<file path="src/hdl/eeb_pkg.sv">
// Purpose: Shared constants and types of the data EEPROM byte controller
// Assumes: 40 MHz clock, APB register access with 32-bit words
// Notes:   All offsets are byte addresses of aligned words
package eeb_pkg;
   localparam int unsigned NV_BYTES = 512;
   localparam int unsigned ADDR_W   = 9;
   localparam int unsigned DATA_W   = 8;
   localparam int unsigned TICK_W   = 12;
   localparam int unsigned STAT_W   = 3;

   localparam logic [7:0] OFF_ADDR = 8'h00;
   localparam logic [7:0] OFF_DATA = 8'h04;
   localparam logic [7:0] OFF_CTRL = 8'h08;
   localparam logic [7:0] OFF_STAT = 8'h0C;
   localparam logic [7:0] OFF_MASK = 8'h10;

   localparam int unsigned CTRL_RD_BIT    = 0;
   localparam int unsigned CTRL_START_BIT = 1;
   localparam int unsigned CTRL_MWE_BIT   = 2;
   localparam int unsigned CTRL_MODE_LSB  = 4;

   localparam int unsigned ST_RDDONE = 0;
   localparam int unsigned ST_PGDONE = 1;
   localparam int unsigned ST_REFUSE = 2;

   localparam logic [8:0] ADDR_RST = 9'h000;
   localparam logic [7:0] DATA_RST = 8'h00;
   localparam logic [2:0] STAT_RST = 3'h0;
   localparam logic [2:0] MASK_RST = 3'h0;
   localparam logic [7:0] ERASED   = 8'hFF;

   localparam int unsigned CLK_PERIOD_NS = 25;
   localparam int unsigned OSC_TICK_NS   = 1000;
   localparam int unsigned TICK_CYC      =
      (OSC_TICK_NS + CLK_PERIOD_NS - 1) / CLK_PERIOD_NS;
   localparam logic [2:0] READ_HALT_CYC = 3'h4;
   localparam logic [2:0] PROG_HALT_CYC = 3'h2;
   localparam logic [2:0] ARM_CYC       = 3'h4;

   typedef enum logic [1:0] {
      MODE_ATOMIC = 2'b00,
      MODE_ERASE  = 2'b01,
      MODE_WRITE  = 2'b10,
      MODE_RSVD   = 2'b11
   } eeb_mode_t;

   typedef enum logic [0:0] {
      OP_IDLE = 1'b0,
      OP_BUSY = 1'b1
   } eeb_op_t;
endpackage

</file>
<file path="src/hdl/eeb_nv_if.sv">
// Purpose: Port bundle between controller and nonvolatile byte array
// Assumes: One access per cycle, read data one cycle after rdEn
// Notes:   erEn and wrEn together form the combined erase and write
`timescale 1ns/1ps
interface eeb_nv_if;
   logic [8:0] addr;
   logic [7:0] wdata;
   logic [7:0] rdata;
   logic       rdEn;
   logic       erEn;
   logic       wrEn;
   modport ctrl (output addr, output wdata, output rdEn, output erEn,
                 output wrEn, input rdata);
   modport mem  (input addr, input wdata, input rdEn, input erEn,
                 input wrEn, output rdata);
endinterface

</file>
<file path="src/hdl/eeb_nv_array.sv">
// Purpose: Byte array standing in for the nonvolatile cells
// Assumes: Contents survive srst; only the read register is reset
// Notes:   A write without erase can only clear bits
`timescale 1ns/1ps
module eeb_nv_array (
   input wire logic clk,
   input wire logic srst,
   eeb_nv_if.mem    nv
);
   typedef struct packed {
      logic [7:0] rdata;
   } eeb_arr_st_t;

   logic [7:0]  cells [eeb_pkg::NV_BYTES];
   eeb_arr_st_t s_r;
   eeb_arr_st_t s_nxt;

   always_comb begin
      s_nxt = s_r;
      if (nv.rdEn) begin
         s_nxt.rdata = cells[nv.addr];
      end
      if (srst) begin
         s_nxt.rdata = eeb_pkg::DATA_RST;
      end
   end

   always_ff @(posedge clk) begin
      s_r <= s_nxt;
   end

   // Erase leaves all ones; a bare write ANDs into whatever is there
   always_ff @(posedge clk) begin
      if (nv.erEn && nv.wrEn) begin
         cells[nv.addr] <= nv.wdata;
      end else if (nv.erEn) begin
         cells[nv.addr] <= eeb_pkg::ERASED;
      end else if (nv.wrEn) begin
         cells[nv.addr] <= cells[nv.addr] & nv.wdata;
      end
   end

   assign nv.rdata = s_r.rdata;
endmodule

</file>
<file path="src/hdl/eeb_prog_timer.sv">
// Purpose: Self-timed programming interval in 1 us oscillator ticks
// Assumes: start is a one-cycle pulse, ignored while busy
// Notes:   srst does not stop a running interval
`timescale 1ns/1ps
module eeb_prog_timer (
   input  wire logic        clk,
   input  wire logic        srst,
   input  wire logic        start,
   input  wire logic [11:0] load,
   output logic             busy,
   output logic             done
);
   typedef struct packed {
      logic [5:0]  div;
      logic [11:0] left;
      logic        busy;
      logic        done;
   } eeb_tmr_st_t;

   eeb_tmr_st_t s_r;
   eeb_tmr_st_t s_nxt;
   logic        tick;
   logic        idle;

   always_comb begin
      s_nxt      = s_r;
      s_nxt.done = 1'b0;
      tick       = (s_r.div == 6'(eeb_pkg::TICK_CYC - 1));
      if (s_r.busy) begin
         s_nxt.div = tick ? 6'h00 : s_r.div + 6'h01;
         if (tick) begin
            if (s_r.left <= 12'h001) begin
               s_nxt.busy = 1'b0;
               s_nxt.done = 1'b1;
            end else begin
               s_nxt.left = s_r.left - 12'h001;
            end
         end
      end else if (start) begin
         s_nxt.busy = 1'b1;
         s_nxt.div  = 6'h00;
         s_nxt.left = load;
      end
      // A reset in the middle of programming lets the cell finish; an
      // unknown power-up state is taken as idle so reset can clear it
      case (s_r.busy)
         1'b1:    idle = 1'b0;
         default: idle = 1'b1;
      endcase
      if (srst && idle) begin
         s_nxt = '0;
      end
   end

   always_ff @(posedge clk) begin
      s_r <= s_nxt;
   end

   assign busy = s_r.busy;
   assign done = s_r.done;
endmodule

</file>
<file path="src/hdl/eeb_eeprom_ctrl.sv">
// Purpose: Data EEPROM byte read, erase and write controller on APB
// Assumes: APB master is the processor; cpuHalt and pready stall it
// Notes:   Programming times are in microseconds of the tick oscillator
`timescale 1ns/1ps
module eeb_eeprom_ctrl #(
   parameter int unsigned ERASE_US  = 1800,
   parameter int unsigned WRITE_US  = 1800,
   parameter int unsigned ATOMIC_US = 3600
) (
   input  wire logic        clk,
   input  wire logic        srst,
   input  wire logic        psel,
   input  wire logic        penable,
   input  wire logic        pwrite,
   input  wire logic [7:0]  paddr,
   input  wire logic [31:0] pwdata,
   output logic [31:0]      prdata,
   output logic             pready,
   output logic             pslverr,
   output logic             irq,
   output logic             cpuHalt
);
   typedef struct packed {
      logic [8:0]        addr;
      logic [7:0]        data;
      eeb_pkg::eeb_mode_t mode;
      logic              mwe;
      logic [2:0]        armCnt;
      logic [2:0]        halt;
      eeb_pkg::eeb_op_t  op;
      eeb_pkg::eeb_mode_t opMode;
      logic [8:0]        opAddr;
      logic [7:0]        opData;
      logic              rdPend;
      logic [2:0]        stat;
      logic [2:0]        mask;
      logic [31:0]       rdata;
      logic              err;
   } eeb_ctl_st_t;

   eeb_ctl_st_t s_r;
   eeb_ctl_st_t s_nxt;

   eeb_nv_if nv ();

   logic        acc;
   logic        wrAcc;
   logic        mapped;
   logic        busy;
   logic        tmrBusy;
   logic        tmrDone;
   logic        tmrStart;
   logic [11:0] tmrLoad;
   logic        rdGo;
   logic        wrStrobe;
   logic        startReq;
   logic [2:0]  statSet;
   logic [2:0]  statClr;
   logic [31:0] rdMux;
   logic [31:0] ctrlWord;
   logic        selAddr;
   logic        selData;
   logic        selCtrl;
   logic        selStat;
   logic        selMask;
   logic        wrAddr;
   logic        wrData;
   logic        wrCtrl;
   logic        wrStat;
   logic        wrMask;
   logic        rdReq;
   logic        rdRefused;
   logic        startRefused;
   logic [2:0]  statNxt;

   eeb_prog_timer u_timer (
      .clk   (clk),
      .srst  (srst),
      .start (tmrStart),
      .load  (tmrLoad),
      .busy  (tmrBusy),
      .done  (tmrDone)
   );

   eeb_nv_array u_array (
      .clk  (clk),
      .srst (srst),
      .nv   (nv.mem)
   );

   // Register map, one aligned word each:
   //   ADDR  byte address of the next access
   //   DATA  byte to program, or byte returned by a read
   //   CTRL  read strobe, start and busy, write enable, mode
   //   STAT  read done, programming done, refused; write one to clear
   //   MASK  same layout as STAT, gates the interrupt
   always_comb begin
      selAddr = (paddr == eeb_pkg::OFF_ADDR);
      selData = (paddr == eeb_pkg::OFF_DATA);
      selCtrl = (paddr == eeb_pkg::OFF_CTRL);
      selStat = (paddr == eeb_pkg::OFF_STAT);
      selMask = (paddr == eeb_pkg::OFF_MASK);
      mapped  = selAddr || selData || selCtrl || selStat || selMask;
   end

   // One write select per register keeps the update code flat
   always_comb begin
      wrAddr = wrAcc && selAddr;
      wrData = wrAcc && selData;
      wrCtrl = wrAcc && selCtrl;
      wrStat = wrAcc && selStat;
      wrMask = wrAcc && selMask;
   end

   // The stall also holds off the next register access
   assign pready  = psel && penable && (s_r.halt == 3'h0);
   assign acc     = psel && penable && pready;
   assign wrAcc   = acc && pwrite && mapped;
   assign busy    = (s_r.op == eeb_pkg::OP_BUSY);
   assign prdata  = s_r.rdata;
   assign pslverr = psel && penable && s_r.err;
   assign irq     = |(s_r.stat & s_r.mask);
   assign cpuHalt = (s_r.halt != 3'h0);

   always_comb begin
      ctrlWord = 32'h0000_0000;
      ctrlWord[eeb_pkg::CTRL_START_BIT] = busy;
      ctrlWord[eeb_pkg::CTRL_MWE_BIT]   = s_r.mwe;
      ctrlWord[eeb_pkg::CTRL_MODE_LSB +: 2] = s_r.mode;
   end

   // Read word for the current address; registered ahead of pready
   always_comb begin
      case (paddr)
         eeb_pkg::OFF_ADDR: rdMux = {23'h000000, s_r.addr};
         eeb_pkg::OFF_DATA: rdMux = {24'h000000, s_r.data};
         eeb_pkg::OFF_CTRL: rdMux = ctrlWord;
         eeb_pkg::OFF_STAT: rdMux = {29'h00000000, s_r.stat};
         eeb_pkg::OFF_MASK: rdMux = {29'h00000000, s_r.mask};
         default:           rdMux = 32'h0000_0000;
      endcase
   end

   // Control register strobes
   always_comb begin
      wrStrobe = wrCtrl;
      startReq = wrStrobe && pwdata[eeb_pkg::CTRL_START_BIT];
      rdReq    = wrStrobe && pwdata[eeb_pkg::CTRL_RD_BIT];
      // Reads during a running programming cycle are refused, not queued
      rdGo      = rdReq && !busy && !s_r.rdPend;
      rdRefused = rdReq && busy;
      // Start only counts while the arm window is open; arming and
      // starting in one write would defeat the two-step guard
      tmrStart = startReq && s_r.mwe && !busy &&
                 !pwdata[eeb_pkg::CTRL_MWE_BIT] &&
                 (s_r.mode != eeb_pkg::MODE_RSVD);
      startRefused = startReq && !tmrStart;
      case (s_r.mode)
         eeb_pkg::MODE_ERASE: tmrLoad = 12'(ERASE_US);
         eeb_pkg::MODE_WRITE: tmrLoad = 12'(WRITE_US);
         default:             tmrLoad = 12'(ATOMIC_US);
      endcase
   end

   // Array port: reads on strobe, cell update at end of interval
   always_comb begin
      nv.rdEn  = rdGo;
      nv.addr  = tmrDone ? s_r.opAddr : s_r.addr;
      nv.wdata = s_r.opData;
      nv.erEn  = 1'b0;
      nv.wrEn  = 1'b0;
      if (tmrDone) begin
         case (s_r.opMode)
            eeb_pkg::MODE_ATOMIC: begin
               nv.erEn = 1'b1;
               nv.wrEn = 1'b1;
            end
            eeb_pkg::MODE_ERASE: begin
               nv.erEn = 1'b1;
            end
            eeb_pkg::MODE_WRITE: begin
               nv.wrEn = 1'b1;
            end
            default: begin
               nv.erEn = 1'b0;
            end
         endcase
      end
   end

   // Event flags and software clears
   always_comb begin
      statSet = 3'h0;
      statSet[eeb_pkg::ST_RDDONE] = s_r.rdPend;
      statSet[eeb_pkg::ST_PGDONE] = tmrDone;
      // A refused read or start still leaves a trace
      statSet[eeb_pkg::ST_REFUSE] = rdRefused || startRefused;
      statClr = 3'h0;
      if (wrStat) begin
         statClr = pwdata[2:0];
      end
   end

   // Each flag is sticky; an event in its clearing cycle wins
   for (genvar i = 0; i < eeb_pkg::STAT_W; i++) begin : g_stat
      assign statNxt[i] = statSet[i] || (s_r.stat[i] && !statClr[i]);
   end

   always_comb begin
      s_nxt       = s_r;
      s_nxt.rdata = psel ? rdMux : s_r.rdata;
      s_nxt.err   = psel && !mapped;

      if (s_r.halt != 3'h0) begin
         s_nxt.halt = s_r.halt - 3'h1;
      end

      // Arm window counts down whether or not software uses it
      if (s_r.mwe) begin
         if (s_r.armCnt <= 3'h1) begin
            s_nxt.mwe    = 1'b0;
            s_nxt.armCnt = 3'h0;
         end else begin
            s_nxt.armCnt = s_r.armCnt - 3'h1;
         end
      end

      if (wrAddr) begin
         s_nxt.addr = pwdata[8:0];
      end
      if (wrData) begin
         s_nxt.data = pwdata[7:0];
      end
      if (wrMask) begin
         s_nxt.mask = pwdata[2:0];
      end

      if (wrStrobe) begin
         s_nxt.mode = eeb_pkg::eeb_mode_t'(
            pwdata[eeb_pkg::CTRL_MODE_LSB +: 2]);
         if (pwdata[eeb_pkg::CTRL_MWE_BIT] && !busy) begin
            s_nxt.mwe    = 1'b1;
            s_nxt.armCnt = eeb_pkg::ARM_CYC;
         end
      end

      if (rdGo) begin
         s_nxt.halt   = eeb_pkg::READ_HALT_CYC;
         s_nxt.rdPend = 1'b1;
      end
      if (s_r.rdPend) begin
         s_nxt.data   = nv.rdata;
         s_nxt.rdPend = 1'b0;
      end

      if (tmrStart) begin
         s_nxt.op     = eeb_pkg::OP_BUSY;
         s_nxt.opMode = s_r.mode;
         s_nxt.opAddr = s_r.addr;
         s_nxt.opData = s_r.data;
         s_nxt.mwe    = 1'b0;
         s_nxt.armCnt = 3'h0;
         s_nxt.halt   = eeb_pkg::PROG_HALT_CYC;
      end
      if (tmrDone) begin
         s_nxt.op = eeb_pkg::OP_IDLE;
      end

      s_nxt.stat = statNxt;

      // Registers return to reset values but a running cell update,
      // with the byte and mode it latched, carries on to its end
      if (srst) begin
         s_nxt.addr   = eeb_pkg::ADDR_RST;
         s_nxt.data   = eeb_pkg::DATA_RST;
         s_nxt.mode   = eeb_pkg::MODE_ATOMIC;
         s_nxt.mwe    = 1'b0;
         s_nxt.armCnt = 3'h0;
         s_nxt.halt   = 3'h0;
         s_nxt.rdPend = 1'b0;
         s_nxt.stat   = eeb_pkg::STAT_RST;
         s_nxt.mask   = eeb_pkg::MASK_RST;
         s_nxt.rdata  = 32'h0000_0000;
         s_nxt.err    = 1'b0;
         if (!tmrBusy) begin
            s_nxt.op     = eeb_pkg::OP_IDLE;
            s_nxt.opMode = eeb_pkg::MODE_ATOMIC;
            s_nxt.opAddr = eeb_pkg::ADDR_RST;
            s_nxt.opData = eeb_pkg::DATA_RST;
         end
      end
   end

   always_ff @(posedge clk) begin
      s_r <= s_nxt;
   end
endmodule

</file>
<file path="config.mk">
export PLATFORM = sky130hd
export DESIGN_NAME = eeb_eeprom_ctrl
export DESIGN_NICKNAME = d
export VERILOG_FILES = /design/src/hdl/eeb_pkg.sv /design/src/hdl/eeb_nv_if.sv /design/src/hdl/eeb_nv_array.sv /design/src/hdl/eeb_prog_timer.sv /design/src/hdl/eeb_eeprom_ctrl.sv
export SDC_FILE = /design/constraint.sdc
export NUM_CORES = 2
export LEC_CHECK = 0
export BUFFER_PORTS_ARGS = -buffer_cell sky130_fd_sc_hd__buf_2
export CORE_MARGIN = 3
export CORE_UTILIZATION = 50
export DETAILED_ROUTE_END_ITERATION = 16
export PLACE_DENSITY = 0.65
export SYNTH_ARGS = -nofsm -noshare
export SYNTH_HDL_FRONTEND = slang
export SYNTH_SLANG_ARGS = --single-unit
</file>
<file path="constraint.sdc">
create_clock -name clk -period 27 [get_ports clk]
set_clock_uncertainty 0.05 [all_clocks]
set_input_delay 2.7 -clock clk [delete_from_list [all_inputs] [get_ports clk]]
set_output_delay 2.7 -clock clk [all_outputs]
set_load 0.1 [all_outputs]
</file>
### Word level (Yosys, flattened, before mapping)

Memories as Yosys holds them, arrays and structs flattened.
Index checks and enable logic that the tools add are counted.

| storage, ports and cells | value |
|---|---|
| bits in registers | 114 |
| memory bits (writable) | 4096 |
| input bits | 45 |
| output and inout port bits | 36 |
| logic and storage cells | 151 |
| memories | 1 |

| operators by class | value |
|---|---|
| add/subtract/negate cells | 4 |
| $lt $le $gt $ge | 2 |
| eq/ne operators | 12 |
| mux-type cells | 43 |
| bitwise operators | 6 |
| reductions and logical operators | 61 |

Memories:

| name | depth | width | rd ports | clocked after memory_dff | wr ports | line | RTL |
|---|---|---|---|---|---|---|---|
| u_array.cells | 512 | 8 | 1 | 0 | 1 | eeb_nv_array.sv:14 | `logic [7:0] cells [eeb_pkg::NV_BYTES];` |

Operators by type and width:

| cell | count |
|---|---|
| 60-bit two-way mux | 1 |
| 9-bit one-hot mux with 5 select lines | 1 |
| 19-bit two-way mux | 2 |
| 32-bit two-way mux | 1 |
| 8-bit two-way mux | 4 |
| 1-bit logical AND | 28 |
| 12-bit two-way mux | 2 |
| 22-bit two-way mux | 1 |
| 20-bit two-way mux | 1 |
| 1-bit two-way mux | 18 |
| 8-bit by 4-bit equality test with 1-bit output, second input constant | 2 |
| 3-bit two-way mux | 5 |
| 14-bit two-way mux | 1 |
| 12-bit by 1-bit <= comparator with 1-bit output, second input constant | 1 |
| 4-bit two-way mux | 3 |
| 12-bit by 1-bit subtractor with 12-bit output, second input constant | 1 |
| 2-bit OR reduction | 5 |
| 9-bit two-way mux | 1 |
| 3-bit OR reduction | 3 |
| 8-bit bitwise AND | 1 |
| 8-bit by 3-bit equality test with 1-bit output, second input constant | 1 |
| 8-bit by 5-bit equality test with 1-bit output, second input constant | 1 |
| 1-bit zero test | 8 |
| 8-bit zero test | 1 |
| 18 further kinds | 35 |

### Logic depth before layout (Yosys ltp)

| depth | value |
|---|---|
| depth in word-level cells | 17 |
| gate-level depth with buffers | 14 |
| depth with buffers taken out | 10 |

### Hierarchy

From an unflattened synthesis, not the netlist that was laid out.

| unflattened totals | value |
|---|---|
| cell total of the unflattened synthesis | 8025 |
| area total of the unflattened synthesis | 163509.3 µm² |

Modules (own cells, without submodules):

| module | times used | cells an instance | area each (µm²) | seq. area each (µm²) |
|---|---|---|---|---|
| eeb_nv_array | 1 | 7496 | 158967.5 | 123158.1 |
| eeb_eeprom_ctrl | 1 | 390 | 3410.8 | 1261.2 |
| eeb_prog_timer | 1 | 139 | 1131.1 | 400.4 |

### Least setup slack after synthesis

Ideal clock, no wire load.

| timing path | value |
|---|---|
| kind | register -> register |
| from | register u_timer.s_r, in the netlist u_timer.done |
| to | memory u_array.cells[0][0] (data pin) |
| library setup time | 2.954 ns |
| data arrival time | 15.969 ns |
| data required time | 23.996 ns |
| slack | 8.028 ns |
| stages on the path, launching flop included | 14 |
| path buffers | 6 |
| clock period less this slack | 18.972 ns |
| path through | dfxtp_1 -> buf_4 -> buf_4 -> mux2i_1 -> o21ai_0 -> buf_2 -> buf_2 -> buf_2 -> buf_2 -> o221ai_1 -> o21ai_0 -> a41oi_1 -> nor4_2 -> a21oi_1 |

| on the way | value |
|---|---|
| longest elaborated chain between the ends | 6 |
| elaborated cells on any way between the ends | 15 |
| classes of those cells | mux: 12; bitwise: 1; reduce/logical: 1; memory: 1 |

Ends and longest elaborated chain:

| element | line | RTL |
|---|---|---|
| start: declaration | eeb_prog_timer.sv:20 | `eeb_tmr_st_t s_r;` |
| start signal: assignment | eeb_prog_timer.sv:56 | `s_r <= s_nxt;` |
| parallel branches: the longest is 5 deep, another holds memory 512 x 8 bit | -- |  |
| 8-bit two-way mux (no line) (*) | -- |  |
| end: declaration | eeb_nv_array.sv:14 |  |

Mark *: on every way between the ends.

### Worst setup path after layout

| timing path | value |
|---|---|
| from | register u_timer.s_r, in the netlist u_timer.done |
| to | memory u_array.cells[207][0] (data pin) |

The elaborated chain is that of the path after synthesis.

==> impl_metrics.tcl <==
set metrics [dict create \
    via_per_inst 6.174 \
    postPlaceCellArea_um2 167100 \
    reg2reg_from "u_timer.done" \
    reg2reg_slack_ps 15210 \
    path_class "reg -> reg" \
    avgRoutedWirePerCell_um 29.31 \
    pin_count 81 \
    cap_violations 0 \
    tightest_slew_ps 1377 \
    critPathMaxFanout 229 \
    p_per_area_nw_per_um2 70.12 \
    setup.worst_path.start "u_timer.done" \
    grtUsageTotal_pct 24.13 \
    vias 86480 \
    fp-row-count 208 \
    setup-violations-final 0 \
    die_w_um 576.0 \
    post-dp-hpwl_mm 234.1 \
    syn_area_um2 162500 \
    outcome "finished, final reports clean" \
    synth_top_family_by_area "multiplexers" \
    first_iter_violations 9433 \
    port_buffers 34 \
    reg2reg_depth 17 \
    grt_max_degree 230 \
    p_leak_nw 45.75 \
    async_flop_share_pct 0 \
    synth_top_cell_by_area "edfxtp_1" \
    rsz0062_at_grt "false" \
    grt_pass1_vias 83850 \
    ys_warn_count 0 \
    drv_slew 0 \
    crit_path_start_kind "flop" \
    final_antenna_net_count 0 \
    power.share.switching_pct 19.28 \
    synth_fa_ha_area_share_pct 0.03851 \
    post_cts_buffers 0 \
    syn_to_final_growth_pct 10.97 \
    synthSimpleGateAreaFrac_pct 2.504 \
    synth_edf_count 4096 \
    n_fill_cell 24430 \
    cts_inserted_buffers 417 \
    synth_top_cell_area_share_pct 75.71 \
    sequentialPowerShare_pct 55.6 \
    totalWireLength_mm 410.6 \
    fin_crit_sh_pct 43.67 \
    endpoint "u_array.cells[207][0]" \
    gp_congestion 0.8548 \
    final_common_cell "edfxtp_1" \
    clk_latency_ps 970 \
    post-route-drc-count 0 \
    syn_avg_cell_area_um2 17.41 \
    ys_dominant_reg_cell "edfxtp_1" \
    power_switching_w 0.002437 \
    cts.sinks 4187 \
    cp-end-kind "flop" \
    clk_path_buf_depth 4 \
    synth_xor_area_share_pct 0.03235 \
    worstPathArrival_ps 12300 \
    cts.clk_slew.worst_paths_ps 60 \
    grt_antenna_before_repair 11 \
    hold_viol 0 \
    fmaxAchievable_mhz 84.82 \
    ys_ff_latch 4187 \
    core_area_um2 322200 \
    synth.area.mux_share_pct 12.52 \
    multi_input_area_um2 35080 \
    post-route-cell-area_um2 180300 \
    dieArea_um2 331800 \
    register_area_um2 124800 \
    whs_ps 411.5 \
    drive_gt1_share_pct 8.852 \
    r2r_end "u_array.cells[207][0]" \
    start_util_pct 50.43 \
    intPower_w 0.01020 \
    dr.pass1.iters 6 \
    cts-resized-gates 0 \
    cts_htree_levels 5 \
    vdd_drop_max_mv 0.05193 \
    synth_area_leaders "edfxtp_1, mux2i_1, o22ai_1, nor2_1, o41ai_1" \
    synth_cell_types 55 \
    final_cell_mix "edfxtp_1, mux2i_1, o22ai_1, nor2_1, clkbuf_16" \
    clockRootBuffer "clkbuf_16" \
    cts_hold_buffers 0 \
    clkPwrFrac_pct 44.1 \
    die_y_um 576.0 \
    grt.overflow.total 0 \
    grt_pass1_wl_mm 588.5 \
    syn_inst 9334 \
    final.min_clock_period_ps 11790 \
    setup_tns_ps 0 \
    min_path_type "reg -> reg" \
    seq_area_frac_synth_pct 76.83 \
    p_comb_share_pct 0.3 \
    cts_tree "built" \
    post-route-util_pct 55.96 \
    max-slew-margin-rel_pct 6.973 \
    synth_compound_area_share_pct 6.139 \
    required_ps 27510 \
    final_nets 9399 \
]
==> how the worst min path moves through the flow <==
| stage | slack (ps) | depth (start not counted) | endpoint | from |
|---|---|---|---|---|
| final | 410 | 2 | nv.wdata[4] | nv.wdata[4] |
| after global routing | 420 | 2 | nv.wdata[4] | nv.wdata[4] |
| after CTS | 410 | 2 | nv.wdata[4] | nv.wdata[4] |
| after detailed placement | 400 | 2 | nv.wdata[4] | nv.wdata[4] |
| after global placement | 400 | 2 | nv.wdata[0] | nv.wdata[0] |
| after floorplan | 390 | 2 | nv.wdata[0] | nv.wdata[0] |
==> final cells by class <==
| cell class | instances | share of cell area, % |
|---|---|---|
| clock inverter | 251 | 1.221 |
| sequential | 4187 | 69.23 |
| timing repair buffer | 205 | 0.9660 |
| tap | 4305 | 2.988 |
| antenna | 10 | 0.01388 |
| inverter | 20 | 0.04164 |
| clock buffer | 512 | 6.079 |
| multi-input combinational | 4518 | 19.46 |
==> routing by layer <==
metal	global-route usage (%)	routed length (µm)
met1	34.45	168100
met2	37.73	191400
met3	4.348	37490
met4	8.094	13550
met5	0	13
==> worst max-delay path, stage by stage (launching register included) <==
cell,delay [ps]
dfxtp_2,310
buf_4,400
mux2_8,790
buf_12,580
buf_4,840
buf_4,910
buf_4,860
buf_4,710
mux2i_1,330
o22ai_1,130
o41ai_1,820
nand4_1,360
a22o_1,470
nor4_2,790
a21oi_4,440
buf_12,440
buf_4,570
buf_4,550
==> cell usage after synthesis (15+ instances only) <==
| cell type | n |
|---|---|
| buf_6 | 22 |
| mux2i_1 | 1990 |
| mux4_2 | 16 |
| buf_2 | 258 |
| nor2_1 | 596 |
| a21oi_1 | 139 |
| buf_1 | 32 |
| a211oi_1 | 15 |
| dfxtp_1 | 91 |
| o41ai_1 | 242 |
| clkbuf_1 | 263 |
| nand3_1 | 15 |
| nand4_1 | 27 |
| or4_1 | 16 |
| nand2_1 | 249 |
| o22ai_1 | 969 |
| a41oi_1 | 40 |
| o21ai_0 | 35 |
| inv_1 | 19 |
| buf_4 | 56 |
| edfxtp_1 | 4096 |
==> power by group through the flow <==
stage / Sequential [W] / Clock (W) / Combinational [W]
global route: 0.00703 / 0.00592 / 0.0000429
global placement: 0.00717 / 0 / 0.0000387
floorplan: 0.00717 / 0 / 0.0000345
detailed placement: 0.00717 / 0 / 0.0000394
CTS: 0.00703 / 0.00564 / 0.0000395
finish: 0.00703 / 0.00557 / 0.0000400
==> sequential cells by signal, indices dropped and copies added, names as in the netlist <==
register / flops
u_array.nv.rdata: 8
s_r: 42
u_timer.busy: 1
u_timer.s_r: 18
u_timer.done: 1
prdata: 9
busy: 1
ctrlWord: 3
nv.wdata: 8
u_array.cells: 4096
==> metrics by stage <==
stage / power, W / std cells / setup slack (ps)
2_1_floorplan: 0.007201 / 9356 / 8028
3_3_place_gp: 0.007206 / 13240 / 15850
3_5_place_dp: 0.007207 / 13240 / 15410
4_1_cts: 0.01271 / 14000 / 15360
5_1_grt: 0.01298 / 14000 / 14870
6_report: 0.01264 / 14010 / 15210
==> cell families after synthesis <==
logic type | after synthesis
AOI/OAI and AO/OA | 1494
xor gates and xnor gates | 6
adders and majority gates | 5
buffers and inverters | 651
DFF | 4187
muxes | 2011
other | 1
and+or+nand+nor | 979
Power figures use the tool's default switching activity.
